===== config.mk =====
export PLATFORM = sky130hd
export DESIGN_NAME = trw_gen
export DESIGN_NICKNAME = d
export VERILOG_FILES = /design/src/core/trw_gen.v
export VERILOG_INCLUDE_DIRS = /design/src /design/src/core
export SDC_FILE = /design/constraint.sdc
export NUM_CORES = 1
export LEC_CHECK = 0
export BUFFER_PORTS_ARGS = -buffer_cell sky130_fd_sc_hd__buf_2
export CAP_MARGIN = 20
export CORE_ASPECT_RATIO = 0.9
export CORE_MARGIN = 4
export CORE_UTILIZATION = 40
export CTS_CLUSTER_SIZE = 10
export DETAILED_ROUTE_END_ITERATION = 10
export GPL_ROUTABILITY_DRIVEN = 1
export HOLD_SLACK_MARGIN = 0.1
export MAX_ROUTING_LAYER = met4
export PLACE_DENSITY = 0.6
export SLEW_MARGIN = 20
export SYNTH_ARGS = -nofsm -noshare
export SYNTH_HDL_FRONTEND = slang
export SYNTH_SLANG_ARGS = --single-unit

===== constraint.sdc =====
create_clock -name mclk_in -period 13.2 [get_ports mclk_in]
set_clock_uncertainty 0.2 [all_clocks]
set_input_delay 1.32 -clock mclk_in [delete_from_list [all_inputs] [get_ports mclk_in]]
set_output_delay 1.32 -clock mclk_in [all_outputs]
set_load 0.1 [all_outputs]

===== src/core/trw_defs.vh =====
// Constants for the trapezoid ramp wave generator
`ifndef TRW_DEFS_VH
`define TRW_DEFS_VH

// Clock and step timing
`define TRW_MCLK_MHZ      40
`define TRW_STEP_US       10
`define TRW_STEP_CYC      (`TRW_MCLK_MHZ * `TRW_STEP_US)
`define TRW_HALF_STEP_US  34'h0_0000_0005
`define TRW_STEP_LAST     9'h18F

// Accepted ranges; time max is 6,000,000,000 us, total is 100 minutes in steps
`define TRW_LEVEL_MAX     8'h64
`define TRW_TIME_MIN_US   33'h0_0000_000A
`define TRW_TIME_MAX_US   33'h1_65A0_BC00
`define TRW_TOTAL_MAX     32'h23C3_4600

// Assignment codes
`define TRW_SEL_NONE      2'h0
`define TRW_SEL_VOLT      2'h1
`define TRW_SEL_CURR      2'h2

// Parameter indices, also the segment numbers in run order
`define TRW_IDX_RISE      3'h0
`define TRW_IDX_HIGH      3'h1
`define TRW_IDX_FALL      3'h2
`define TRW_IDX_LOW       3'h3

// Valid bit positions of the staged configuration
`define TRW_VB_LO         4
`define TRW_VB_HI         5
`define TRW_VB_ALL        6'h3F

`endif


===== src/core/trw_gen.v =====
// Trapezoid ramp wave generator: staging, run control and ramp engine
`timescale 1ns/100ps
`include "trw_defs.vh"

module trw_gen (
   input  wire        mclk_in,
   input  wire        rst_n_in,
   input  wire        sel_wr_in,
   input  wire [1:0]  sel_val_in,
   input  wire        idx_wr_in,
   input  wire [2:0]  idx_val_in,
   input  wire        lvl_wr_in,
   input  wire [7:0]  lvl_val_in,
   input  wire        time_wr_in,
   input  wire [32:0] time_val_in,
   input  wire        run_in,
   input  wire        stop_in,
   input  wire        trig_in,
   input  wire        err_clr_in,
   input  wire        dev_err_in,
   input  wire [6:0]  volt_static_in,
   input  wire [6:0]  curr_static_in,
   output reg  [6:0]  volt_set_out,
   output reg  [6:0]  curr_set_out,
   output reg  [1:0]  sel_out,
   output reg  [2:0]  idx_out,
   output reg         running_out,
   output reg         cfg_done_out,
   output reg         err_out,
   output reg  [1:0]  seg_out
);

   // ==========================================================
   // Overview
   // Host side: every command arrives as a one-clock strobe with its value.
   // The assignment and the parameter index are plain registers; a level or
   // time write lands in the staged set at the slot the index names.
   // Only a run, or a trigger while running, copies the staged set into the
   // active set, so a host may rewrite any parameter mid-wave without a glitch.
   //
   // Write checks all happen in the strobe cycle, the range checks against the raw
   // value and the span check against the rounded one, so a refused write never
   // touches the staged set and the error flag is sticky until cleared; a fresh
   // error in the clearing cycle wins.
   //
   // The wave engine counts 10 us steps from a divider that restarts on every
   // load, so the first segment after run or trigger is its full length plus one clock.
   // Levels move one percent at a time; the accumulator spreads the units of a
   // ramp evenly over its steps and the segment end snaps to the target level.
   //
   // Limitation: output resolution is one percent of rating, so a slow ramp
   // over a small span is a staircase rather than a smooth slope.
   // Limitation: the total-time check uses the staged times only; a write that
   // would overflow the span is refused even if the host meant to shrink
   // another segment next, so shrink first and grow second.
   //
   // Index values 4 to 7 are stored and echoed but steer no slot; level and
   // time writes under them are refused.
   //
   // Stop and a synchronised device error outrank run and trigger in the same
   // cycle; a device error held high keeps the generator parked.

   // ==========================================================
   // Declarations
   reg  [1:0]   sel_r;
   reg  [2:0]   idx_r;
   reg  [6:0]   stg_lo_r;
   reg  [6:0]   stg_hi_r;
   reg  [5:0]   stg_vld_r;
   reg  [1:0]   act_sel_r;
   reg  [6:0]   act_lo_r;
   reg  [6:0]   act_hi_r;
   reg  [29:0]  stg_t_r [0:3];
   reg  [29:0]  act_t_r [0:3];
   reg          run_r;
   reg  [1:0]   seg_r;
   reg  [29:0]  seg_cnt_r;
   reg  [30:0]  acc_r;
   reg  [6:0]   cur_r;
   reg  [8:0]   div_r;
   reg          tick_r;
   reg          derr_s1_r;
   reg          derr_s2_r;
   reg          err_r;
   wire [33:0]  time_rnd;
   wire [33:0]  time_rnd_div;
   wire [29:0]  time_q;
   wire         time_in_rng;
   wire         idx_ok;
   wire         load;
   wire         start;
   wire         halt;
   reg  [31:0]  sum_nxt;
   reg          time_ok;
   reg          lvl_ok;
   reg          bad_wr;
   reg          bad_cmd;
   reg  [29:0]  dur;
   reg  [6:0]   to_lvl;
   reg          dir_up;
   reg  [6:0]   diff;
   wire         ramp;
   integer      k;

   // ==========================================================
   // Device error input from outside the clock domain
   // Two stages guard against metastability; only the second stage is read
   always @(posedge mclk_in or negedge rst_n_in) begin
      if (!rst_n_in) begin
         derr_s1_r <= 1'b0;
         derr_s2_r <= 1'b0;
      end else begin
         derr_s1_r <= dev_err_in;
         derr_s2_r <= derr_s1_r;
      end
   end

   // ==========================================================
   // Selection and index registers
   // Assignment is kept as written so a read-back shows the last choice
   always @(posedge mclk_in or negedge rst_n_in) begin
      if (!rst_n_in) begin
         sel_r <= `TRW_SEL_NONE;
         idx_r <= `TRW_IDX_RISE;
      end else begin
         if (sel_wr_in)
            sel_r <= sel_val_in;
         if (idx_wr_in)
            idx_r <= idx_val_in;
      end
   end

   // ==========================================================
   // Time quantisation: round to nearest 10 us step
   // A constant divide keeps the path short enough at 40 MHz
   // The largest raw value, over 8.5e9 us, still yields fewer than 2^30 steps,
   // so the quotient fits the 30-bit time registers without saturation.
   assign time_rnd     = {1'b0, time_val_in} + `TRW_HALF_STEP_US;
   assign time_rnd_div = time_rnd / 34'h0_0000_000A;
   assign time_q       = time_rnd_div[29:0];
   assign time_in_rng = (time_val_in >= `TRW_TIME_MIN_US) &&
                        (time_val_in <= `TRW_TIME_MAX_US);
   assign idx_ok      = (idx_r <= `TRW_IDX_LOW);

   // ==========================================================
   // Write checks: level range, index, time range and total span
   always @* begin
      sum_nxt = 32'h0000_0000;
      for (k = 0; k < 4; k = k + 1) begin
         if (idx_r[1:0] == k[1:0])
            sum_nxt = sum_nxt + {2'h0, time_q};
         else
            sum_nxt = sum_nxt + {2'h0, stg_t_r[k]};
      end
      time_ok = time_in_rng && idx_ok && (sum_nxt <= `TRW_TOTAL_MAX);
      lvl_ok  = (lvl_val_in <= `TRW_LEVEL_MAX) &&
                ((idx_r == `TRW_IDX_RISE) || (idx_r == `TRW_IDX_HIGH));
      bad_wr  = (lvl_wr_in && !lvl_ok) || (time_wr_in && !time_ok);
   end

   // ==========================================================
   // Staged levels and valid bits
   // Reset empties the configuration; nothing survives a power cycle
   always @(posedge mclk_in or negedge rst_n_in) begin
      if (!rst_n_in) begin
         stg_lo_r  <= 7'h00;
         stg_hi_r  <= 7'h00;
         stg_vld_r <= 6'h00;
      end else begin
         if (lvl_wr_in && lvl_ok) begin
            if (idx_r == `TRW_IDX_RISE) begin
               stg_lo_r               <= lvl_val_in[6:0];
               stg_vld_r[`TRW_VB_LO]  <= 1'b1;
            end else begin
               stg_hi_r               <= lvl_val_in[6:0];
               stg_vld_r[`TRW_VB_HI]  <= 1'b1;
            end
         end
         if (time_wr_in && time_ok)
            stg_vld_r[idx_r[1:0]] <= 1'b1;
      end
   end

   // ==========================================================
   // Per-segment time: staged copy and active copy
   // Background writes touch only the staged copy, so a running wave is undisturbed
   genvar g;
   generate
      for (g = 0; g < 4; g = g + 1) begin : seg_time
         always @(posedge mclk_in or negedge rst_n_in) begin
            if (!rst_n_in) begin
               stg_t_r[g] <= 30'h0000_0000;
               act_t_r[g] <= 30'h0000_0000;
            end else begin
               if (time_wr_in && time_ok && (idx_r[1:0] == g))
                  stg_t_r[g] <= time_q;
               if (load)
                  act_t_r[g] <= stg_t_r[g];
            end
         end
      end
   endgenerate

   // ==========================================================
   // Run control
   // Stop beats trigger and run; run or trigger on an incomplete set is refused
   assign halt  = stop_in || derr_s2_r;
   assign load  = !halt && (run_in || (trig_in && run_r)) &&
                  (stg_vld_r == `TRW_VB_ALL);
   assign start = load;

   // A trigger while stopped is quietly ignored when the set is complete;
   // with an incomplete set it is flagged like a refused run.
   always @* begin
      bad_cmd = !halt && (run_in || trig_in) && (stg_vld_r != `TRW_VB_ALL);
   end

   // Active levels and assignment follow the staged set on every load
   always @(posedge mclk_in or negedge rst_n_in) begin
      if (!rst_n_in) begin
         act_sel_r <= `TRW_SEL_NONE;
         act_lo_r  <= 7'h00;
         act_hi_r  <= 7'h00;
      end else if (load) begin
         act_sel_r <= sel_r;
         act_lo_r  <= stg_lo_r;
         act_hi_r  <= stg_hi_r;
      end
   end

   // Sticky error flag: a new error in the clearing cycle wins
   always @(posedge mclk_in or negedge rst_n_in) begin
      if (!rst_n_in)
         err_r <= 1'b0;
      else if (bad_wr || bad_cmd || derr_s2_r)
         err_r <= 1'b1;
      else if (err_clr_in)
         err_r <= 1'b0;
   end

   // ==========================================================
   // 10 us step enable
   // Held clear while stopped so the count is clean at the next start
   always @(posedge mclk_in or negedge rst_n_in) begin
      if (!rst_n_in) begin
         div_r  <= 9'h000;
         tick_r <= 1'b0;
      end else if (start || !run_r) begin
         div_r  <= 9'h000;
         tick_r <= 1'b0;
      end else if (div_r == `TRW_STEP_LAST) begin
         div_r  <= 9'h000;
         tick_r <= 1'b1;
      end else begin
         div_r  <= div_r + 9'h001;
         tick_r <= 1'b0;
      end
   end

   // ==========================================================
   // Current segment: duration, end level and slope direction
   // Segment order matches index order: rise, high dwell, fall, low dwell
   // Ramp segments are even numbered; dwells hold the level
   assign ramp = ~seg_r[0];
   always @* begin
      dur    = act_t_r[seg_r];
      to_lvl = (seg_r == 2'h0 || seg_r == 2'h1) ? act_hi_r : act_lo_r;
      dir_up = (seg_r == 2'h0) ? (act_hi_r >= act_lo_r) :
                                 (act_lo_r >= act_hi_r);
      diff   = (act_hi_r >= act_lo_r) ? (act_hi_r - act_lo_r) :
                                        (act_lo_r - act_hi_r);
   end

   // ==========================================================
   // Ramp engine
   // Each step adds the level span to an accumulator; between steps one unit of
   // level is issued per clock while the accumulator holds a whole duration.
   // At most 100 units per step fit easily in the 400 clocks of a step.
   always @(posedge mclk_in or negedge rst_n_in) begin
      if (!rst_n_in) begin
         run_r     <= 1'b0;
         seg_r     <= 2'h0;
         seg_cnt_r <= 30'h0000_0000;
         acc_r     <= 31'h0000_0000;
         cur_r     <= 7'h00;
      end else if (halt) begin
         run_r     <= 1'b0;
      end else if (start) begin
         run_r     <= 1'b1;
         seg_r     <= 2'h0;
         seg_cnt_r <= 30'h0000_0000;
         acc_r     <= 31'h0000_0000;
         cur_r     <= stg_lo_r;
      end else if (run_r && tick_r) begin
         if (seg_cnt_r + 30'h0000_0001 >= dur) begin
            seg_r     <= seg_r + 2'h1;
            seg_cnt_r <= 30'h0000_0000;
            acc_r     <= 31'h0000_0000;
            cur_r     <= to_lvl;
         end else begin
            seg_cnt_r <= seg_cnt_r + 30'h0000_0001;
            if (ramp)
               acc_r <= acc_r + {24'h00_0000, diff};
         end
      end else if (run_r && ramp && (acc_r >= {1'b0, dur}) && (cur_r != to_lvl)) begin
         acc_r <= acc_r - {1'b0, dur};
         if (dir_up)
            cur_r <= cur_r + 7'h01;
         else
            cur_r <= cur_r - 7'h01;
      end
   end

   // ==========================================================
   // Registered outputs
   // The quantity not assigned, and both while stopped, follow the static set values
   // idx_out and sel_out echo the host registers one clock late so a read-back
   // never races the write that changed them
   always @(posedge mclk_in or negedge rst_n_in) begin
      if (!rst_n_in) begin
         volt_set_out <= 7'h00;
         curr_set_out <= 7'h00;
         sel_out      <= `TRW_SEL_NONE;
         idx_out      <= `TRW_IDX_RISE;
         running_out  <= 1'b0;
         cfg_done_out <= 1'b0;
         err_out      <= 1'b0;
         seg_out      <= 2'h0;
      end else begin
         volt_set_out <= (run_r && act_sel_r == `TRW_SEL_VOLT) ? cur_r :
                         volt_static_in;
         curr_set_out <= (run_r && act_sel_r == `TRW_SEL_CURR) ? cur_r :
                         curr_static_in;
         sel_out      <= sel_r;
         idx_out      <= idx_r;
         running_out  <= run_r;
         cfg_done_out <= (stg_vld_r == `TRW_VB_ALL);
         err_out      <= err_r;
         seg_out      <= seg_r;
      end
   end

endmodule

==> run summary, run 1 <==
Most frequent standard cell in the layout excluding fill and tap cells: sky130_fd_sc_hd__buf_4. The setup check on the worst reg-to-reg path leaves a slack of 3680 ps. The number of different library cells used by synthesis comes to 131. The worst register-to-register path ends at stg_t_r[96]$_DFFE_PN0P_. Clock tree synthesis found a total of 389 sinks.

The register bit total from synthesis is 389. The run gives 0 as the count of final hold-check violations. TritonCTS built the clock tree. The first TritonRoute pass finished after 6 iterations.

Most repeated library cell on the critical path: sky130_fd_sc_hd__and2_4. Summed over all instances, the cell type with the most area after synthesis is sky130_fd_sc_hd__dfrtp_1. For this run, the top clock speed supported by timing is 48.46 MHz.

Global routing used 2.208% of the available met3 tracks. The run gives 0.9247 as the final weighted congestion in routability-driven placement. In the synthesized netlist the dominant register cell turns out to be sky130_fd_sc_hd__dfrtp_1. The die covers 0.08188 mm². The tools report the worst setup margin as -7436 ps. The number of synthesized flops with an enable pin is 0, and the post-detailed-placement cell area is 0.03724 mm².

The tools report the number of inserted diodes as 0. Setup repair after global routing could not meet its margin everywhere. In this run the most critical hold path is launched from derr_s1_r$_DFF_PN0_. In the final design database the tool counted 4666 nets. The instance count along the most critical hold path was 0; the total negative slack was -916520 ps. Of all flip-flops after synthesis, the portion carrying an async set or reset was 100.0%. For the number of global-route vias before repair, the log shows 28900. The initial cell density of the core came out at 40.44%. Across all layers, the routed design uses 30370 vias. The total nets after synthesis is 3993. For the worst setup path, the data arrival time is 20910 ps. After floorplanning, the core was sized to cover 0.07651 mm². The y dimension of the die was 271.9 µm; the worst endpoint required time was 13480 ps. The total detailed-routing wirelength is 97770 µm, and the mapped cell area is 0.03094 mm².

The flow ran to the end, but the final reports show violations. The worst path needs 20640 ps of the cycle, external delays included. The count of buffers added on input and output ports is 94. The worst-path cell with the longest stage delay is sky130_fd_sc_hd__or4_4.

The worst path uses 156.3% of the clock period. Half-perimeter wire length after detailed placement: 70590 µm. The setup path with the least slack is of type primary input to flip-flop. After global routing, the most crowded layer is met2. For the worst flop-to-flop path, the logic depth is 58. CTS built an H-tree with a depth of 2. For the met2 capacity usage during global routing, the log shows 36.31%. Grouping stages by cell kind, the critical path spends the most delay in compound AO/OA/AOI/OAI gates. The source-to-sink clock delay at the later pin of the worst-skew pair was 600 ps; the sequential fraction of the synthesis area was 31.46%. In this run the worst hold path is classified as flip-flop to flip-flop. Area growth from synthesis to layout: 33.96%. The post-route netlist has 32.02% of its cells at a drive strength greater than 1. In this design, the stage delay of the slowest critical-path cell is 590 ps. Across the run, the number of max-cap violations was 0. The detail route stage leaves a number of antenna-violating nets equal to 0. The highest fanout seen on the critical path works out to 12.

After floorplanning, the core was divided into 96 placement rows. The tools report the max-slew violation count as 0. The sort of element at the end of the critical path was a flip-flop. The kind of start point of the critical path is a primary input. The width of the chip is 301.2 µm, and the remaining global-route overflow is 0. Each instance of the synthesized netlist takes up on average 8.294 µm². The end point of the most critical hold path was derr_s2_r$_DFF_PN0_. Clock-pin slew was measured on the worst setup and hold paths at 60 ps. Area fraction of the dominant cell type after synthesis: 31.46%.

Across every metal layer, demand over resource in global routing totals 23.41%. The yosys synthesis warning count was 0. Dividing the detail-routed via count by the number of cells gives 5.578. After detailed routing, the number of remaining DRC violations is 0. The largest net degree at the start of global routing was 152. In the layout the commonest cells are 679 x sky130_fd_sc_hd__buf_4, 639 x sky130_fd_sc_hd__nand2_1, 387 x sky130_fd_sc_hd__dfrtp_1, 287 x sky130_fd_sc_hd__o21ai_0, 183 x sky130_fd_sc_hd__inv_1. CTS placed an instance of sky130_fd_sc_hd__clkbuf_16 at the clock tree root.

In this run the critical register-to-register path is launched from idx_r[1]$_DFFE_PN0P_. At the pin with the least slew margin, the transition time is 1169 ps. In this run the tightest slew margin relative to its limit is 22.04%.

The tools report the post-route cell area as 0.04145 mm². The sum of buffers and inverters on the critical path came out at 17. The run gives 0 as the initial antenna violation count. The detailed router finished its first iteration with 2103 violations. The global routing usage on met1 is 33.86%. After synthesis, the cell types taking the most area are sky130_fd_sc_hd__dfrtp_1 31%, sky130_fd_sc_hd__nand2_1 7.9%, sky130_fd_sc_hd__ha_1 7.4%. In this run the count of I/O pins placed on the die edge is 95. The wire length of the first global-routing pass was 154900 µm; the average wire length per cell after detail routing was 17.96 µm.

TritonCTS created 46 clock buffers. The checks that failed: negative setup slack. No sink is reached through more buffers than the 3 on the longest clock path. The gate count of the mapped netlist is 3731, and the final count of negative-setup-slack endpoints is 125.
## layout make-up
class                      instances  area, µm²
multi-input combinational       2954      21910
inverter                         186      698.2
clock buffer                      54       1221
tap                             1029       1287
fill                            6944      35060
timing repair buffer             827       6457
sequential                       389       9737
clock inverter                     6      141.4
## flip-flops by register name (all words and copies together), names as in the netlist, 3 cells and up
signal / cells
curr_set_out: 7
stg_lo_r: 7
seg_cnt_r: 30
act_hi_r: 7
acc_r: 31
act_t_r: 120
cur_r: 7
stg_vld_r: 6
idx_out: 3
stg_hi_r: 7
act_lo_r: 7
volt_set_out: 7
div_r: 9
idx_r: 3
stg_t_r: 120
## worst max path at each step
stage,slack (ps),end,depth (start not counted),start
final,-7440,stg_t_r[96]$_DFFE_PN0P_,109,time_val_in[0]
after global routing,-8360,stg_t_r[36]$_DFFE_PN0P_,112,time_val_in[22]
after CTS,-7220,stg_t_r[68]$_DFFE_PN0P_,102,time_val_in[0]
after detailed placement,-8400,stg_t_r[56]$_DFFE_PN0P_,102,time_val_in[0]
after global placement,-8230,stg_t_r[32]$_DFFE_PN0P_,103,time_val_in[6]
after floorplan,-6500,stg_t_r[14]$_DFFE_PN0P_,100,time_val_in[14]
## cell usage after synthesis (35+ instances only)
cell                       count
sky130_fd_sc_hd__dfrtp_1     389
sky130_fd_sc_hd__xor2_1       73
sky130_fd_sc_hd__o21bai_1     41
sky130_fd_sc_hd__nor3_1       70
sky130_fd_sc_hd__ha_1        183
sky130_fd_sc_hd__a21o_1       50
sky130_fd_sc_hd__mux2_2       87
sky130_fd_sc_hd__nand2_1     651
sky130_fd_sc_hd__nand4_1      47
sky130_fd_sc_hd__mux2i_1      41
sky130_fd_sc_hd__nand3_1      94
sky130_fd_sc_hd__a21oi_1     225
sky130_fd_sc_hd__clkbuf_1    147
sky130_fd_sc_hd__nor2_1      231
sky130_fd_sc_hd__o21ai_0     317
sky130_fd_sc_hd__buf_2        35
sky130_fd_sc_hd__and3_1       46
sky130_fd_sc_hd__xnor2_1     149
sky130_fd_sc_hd__inv_1       185
## through the flow
step | hold WS (ps) | worst slack (ps) | util (%) | cells
floorplan | 131.2 | -6502 | - | 3731
global placement | 134.5 | -8232 | 48.68 | 5276
detailed placement | 138.7 | -8400 | 48.68 | 5276
CTS | 140.1 | -7225 | 51.18 | 5365
global route | 155.7 | -8356 | 54.18 | 5445
finish | 138.4 | -7436 | 54.18 | 5445
## cell families after synthesis
| family | synth area share [%] |
|---|---|
| AND/OR/NAND/NOR | 20.58 |
| AO/OA/AOI/OAI | 21.86 |
| flip-flops | 31.46 |
| buffers and inverters | 5.006 |
| XOR/XNOR | 6.356 |
| adder cells (fa/ha/maj) | 7.982 |
| multiplexers | 6.761 |
## repair_timing
| item | in CTS | in global routing |
|---|---|---|
| gates resized for setup | 67 | 372 |
| setup endpoints to repair | 125 | 125 |
| pin swaps | 41 | 139 |
| hold buffers | 0 | 0 |
| setup buffers | 29 | 79 |
| gates cloned | 1 | 4 |
## routing by layer
metal | wire length [µm] | vias to the layer above
met2 | 44890 | 798
met4 | 1294 | 0
li1 | - | 14740
met3 | 4997 | 112
met1 | 46590 | 14730
met5 | 0 | -
Power of run 1 is not shown: default switching activity piles up to over one toggle a cycle in this logic, so the estimate is an artifact.
==> run 2: changes to the inputs <==
--- a/config.mk
+++ b/config.mk
@@ -6,6 +6,7 @@
 export SDC_FILE = /design/constraint.sdc
 export NUM_CORES = 1
 export LEC_CHECK = 0
+export ABC_CLOCK_PERIOD_IN_PS = 13200
 export BUFFER_PORTS_ARGS = -buffer_cell sky130_fd_sc_hd__buf_2
 export CAP_MARGIN = 20
 export CORE_ASPECT_RATIO = 0.9
@@ -17,7 +18,7 @@
 export HOLD_SLACK_MARGIN = 0.1
 export MAX_ROUTING_LAYER = met4
 export PLACE_DENSITY = 0.6
-export SLEW_MARGIN = 20
+export SKIP_LAST_GASP = 1
 export SYNTH_ARGS = -nofsm -noshare
 export SYNTH_HDL_FRONTEND = slang
 export SYNTH_SLANG_ARGS = --single-unit
==> run summary, run 2 (synthesis results as in run 1) <==
The number of fillers in the final layout is 6983 (was 6944). The worst relative slew slack was 19.61% (was 22.04%); the y dimension of the die was 271.9 µm (unchanged). Number of global-route vias before repair: 28920 (was 28900). The class of the most critical hold timing path is flip-flop to flip-flop (unchanged).

The largest net degree at the start of global routing was 152 (unchanged). TritonCTS built the clock tree. The depth of the CTS H-tree is 2 (unchanged), and the maximum single-stage delay on the critical path is 610 ps (was 590 ps).

The logs give 5276 (unchanged) for the number of cells in the design after placement and 23.42% (was 23.41%) for the global-route usage over all layers. The final critical-path share of the clock period works out to 154.9% (was 156.3%). The logs give 0 (unchanged) for the initial antenna violation count and 0 (unchanged) for the residual DRC count. The run gives 0 (unchanged) as the max-slew violation count.

For the count of final hold-check violations, the log shows 0 (unchanged). The tools report the CTS root buffer as sky130_fd_sc_hd__clkbuf_16 (unchanged). The area of the die was 0.08188 mm² (unchanged). The source-to-sink clock delay at the later pin of the worst-skew pair was 600 ps (about the same). Violations in the final reports: negative setup slack (unchanged).

The count of input and output buffers is 94 (unchanged), and the highest fanout seen on the critical path is 18 (was 12). The kind of start point of the critical path is a primary input (unchanged). The worst-path cell with the longest stage delay is sky130_fd_sc_hd__or4_4 (unchanged).

The run gives 0.07651 mm² (unchanged) as the core box area. The run finished, with violations left. Setup repair after global routing could not meet its margin everywhere. The tools report the remaining global-route overflow as 0 (unchanged).

Top library cells by usage in the layout, fill and taps aside: 682 x sky130_fd_sc_hd__buf_4, 639 x sky130_fd_sc_hd__nand2_1, 387 x sky130_fd_sc_hd__dfrtp_1, 288 x sky130_fd_sc_hd__o21ai_0, 191 x sky130_fd_sc_hd__nor2_1 (was 679 x sky130_fd_sc_hd__buf_4, 639 x sky130_fd_sc_hd__nand2_1, 387 x sky130_fd_sc_hd__dfrtp_1, 287 x sky130_fd_sc_hd__o21ai_0, 183 x sky130_fd_sc_hd__inv_1). Total detailed-routing wirelength: 97440 µm (was 97770 µm). The number of vias in the routed layout is 30200 (was 30370), and the number of search-and-repair iterations in the first detailed-routing pass is 5 (was 6). Minimum clock period: 20450 ps (was 20640 ps). The ratio of cells with drive above 1 in the final layout came out at 31.68% (was 32.02%). The tools report the top-level I/O count as 95 (unchanged). The logs give 0.9247 (unchanged) for the final weighted congestion in routability-driven placement and 40.44% (unchanged) for the initial cell density of the core. The post-route non-filler standard cell count was 5437 (was 5445). The tools report the maximum root-to-sink buffer count as 3 (unchanged). The run gives 125 (unchanged) as the final count of negative-setup-slack endpoints.

The tools report the number of CTS-inserted buffers as 46 (unchanged). The area growth from synthesis to layout was 33.41% (was 33.96%). The sort of element at the end of the critical path was a flip-flop (unchanged). The maximum clock frequency is 48.91 MHz (was 48.46 MHz), and the worst slack at placement is -8400 ps (unchanged).

The tools report the count of hold buffers inserted by post-cts repair as 0 (unchanged). The critical path class was primary input to flip-flop (unchanged). The wire length of the first global-routing pass was 155000 µm (was 154900 µm); the number of antenna-violating nets in the routed design was 0 (unchanged). Total negative slack: -894290 ps (was -916520 ps). The worst endpoint required time is 13470 ps (was 13480 ps). Largest registers: act_t_r x120, stg_t_r x120, acc_r x31 (unchanged). The number of core rows is 96 (unchanged), and the width of the chip is 301.2 µm (unchanged). The number of vias per cell after detailed routing came out at 5.555 (was 5.578).

Average wire length per cell after detail routing: 17.92 µm (was 17.96 µm). For the number of sinks handled by clock tree synthesis, the log shows 389 (unchanged). For the worst path arrival time, the log shows 20720 ps (was 20910 ps). The tools report the net count of the finished layout as 4657 (was 4666).

The most frequent standard cell in the layout excluding fill and tap cells was sky130_fd_sc_hd__buf_4 (unchanged). The slew at the pin closest to its max-slew limit was 1206 ps (was 1169 ps); the clock-pin transition on the worst setup and hold timing paths was 60 ps (about the same). The first-iteration detailed-routing DRC count came out at 2146 (was 2103).

The half-perimeter wire length after detailed placement is 70590 µm (unchanged), and the max-capacitance violation count is 0 (unchanged). The worst setup margin was -7246 ps (was -7436 ps).
run 2: per-stage QoR:
step	cell area, µm²	util [%]	hold WS [ps]
6_report	41280	53.95	142.5
5_1_grt	41280	53.95	155.4
4_1_cts	39140	51.15	140.1
3_5_place_dp	37240	48.68	138.7
3_3_place_gp	37240	48.68	134.5
2_1_floorplan	31610	-	131.2
run 2: area by class of cell:
cell class / count / area, µm² / area share (%)
multi-input cells: 2954 / 21800 / 52.81
well taps: 1029 / 1287 / 3.119
repair buffers: 818 / 6394 / 15.49
clock inverters: 6 / 141.4 / 0.3425
diodes: 1 / 2.502 / 0.006062
flip-flops and latches: 389 / 9737 / 23.59
inverters: 186 / 698.2 / 1.691
clock buffers: 54 / 1221 / 2.958
run 2: path summary, 6_finish.rpt:
path,startpoint,endpoint,slack (ps),depth (start not counted)
min in group asynchronous,rst_n_in,stg_lo_r[0]$_DFFE_PN0P_,570,1
min reg2reg,derr_s1_r$_DFF_PN0_,derr_s2_r$_DFF_PN0_,140,0
max in group asynchronous,rst_n_in,act_t_r[80]$_DFFE_PN0P_,10660,2
min,derr_s1_r$_DFF_PN0_,derr_s2_r$_DFF_PN0_,140,0
max reg2reg,idx_r[1]$_DFFE_PN0P_,stg_t_r[36]$_DFFE_PN0P_,3740,57
max,time_val_in[1],stg_t_r[36]$_DFFE_PN0P_,-7250,106
run 2: per-layer routing:
layer  track usage, %  routed length [µm]  up-vias
li1                 -                   -    14730
met1            33.86               46660    14600
met2            36.36               44540      751
met3            2.208                4788      120
met4            3.834                1445        0
met5                -                   0        -
run 2: what timing repair did:
item | CTS | global route
setup buffers | 29 | 70
resized for setup | 63 | 347
pin swaps | 39 | 133
cloned | 1 | 4
endpoints found under the setup margin | 125 | 125
run 2: worst max-delay path, delay by kind of cell:
family                   cells  cell delay [ps]
multiplexers                 3              850
AO/OA/AOI/OAI               45             7870
AND/OR/NAND/NOR             35             7040
buffers and inverters       15             2010
XOR/XNOR                     3              380
adder cells (fa/ha/maj)      5             1180
Power of run 2 is left out for the same reason.
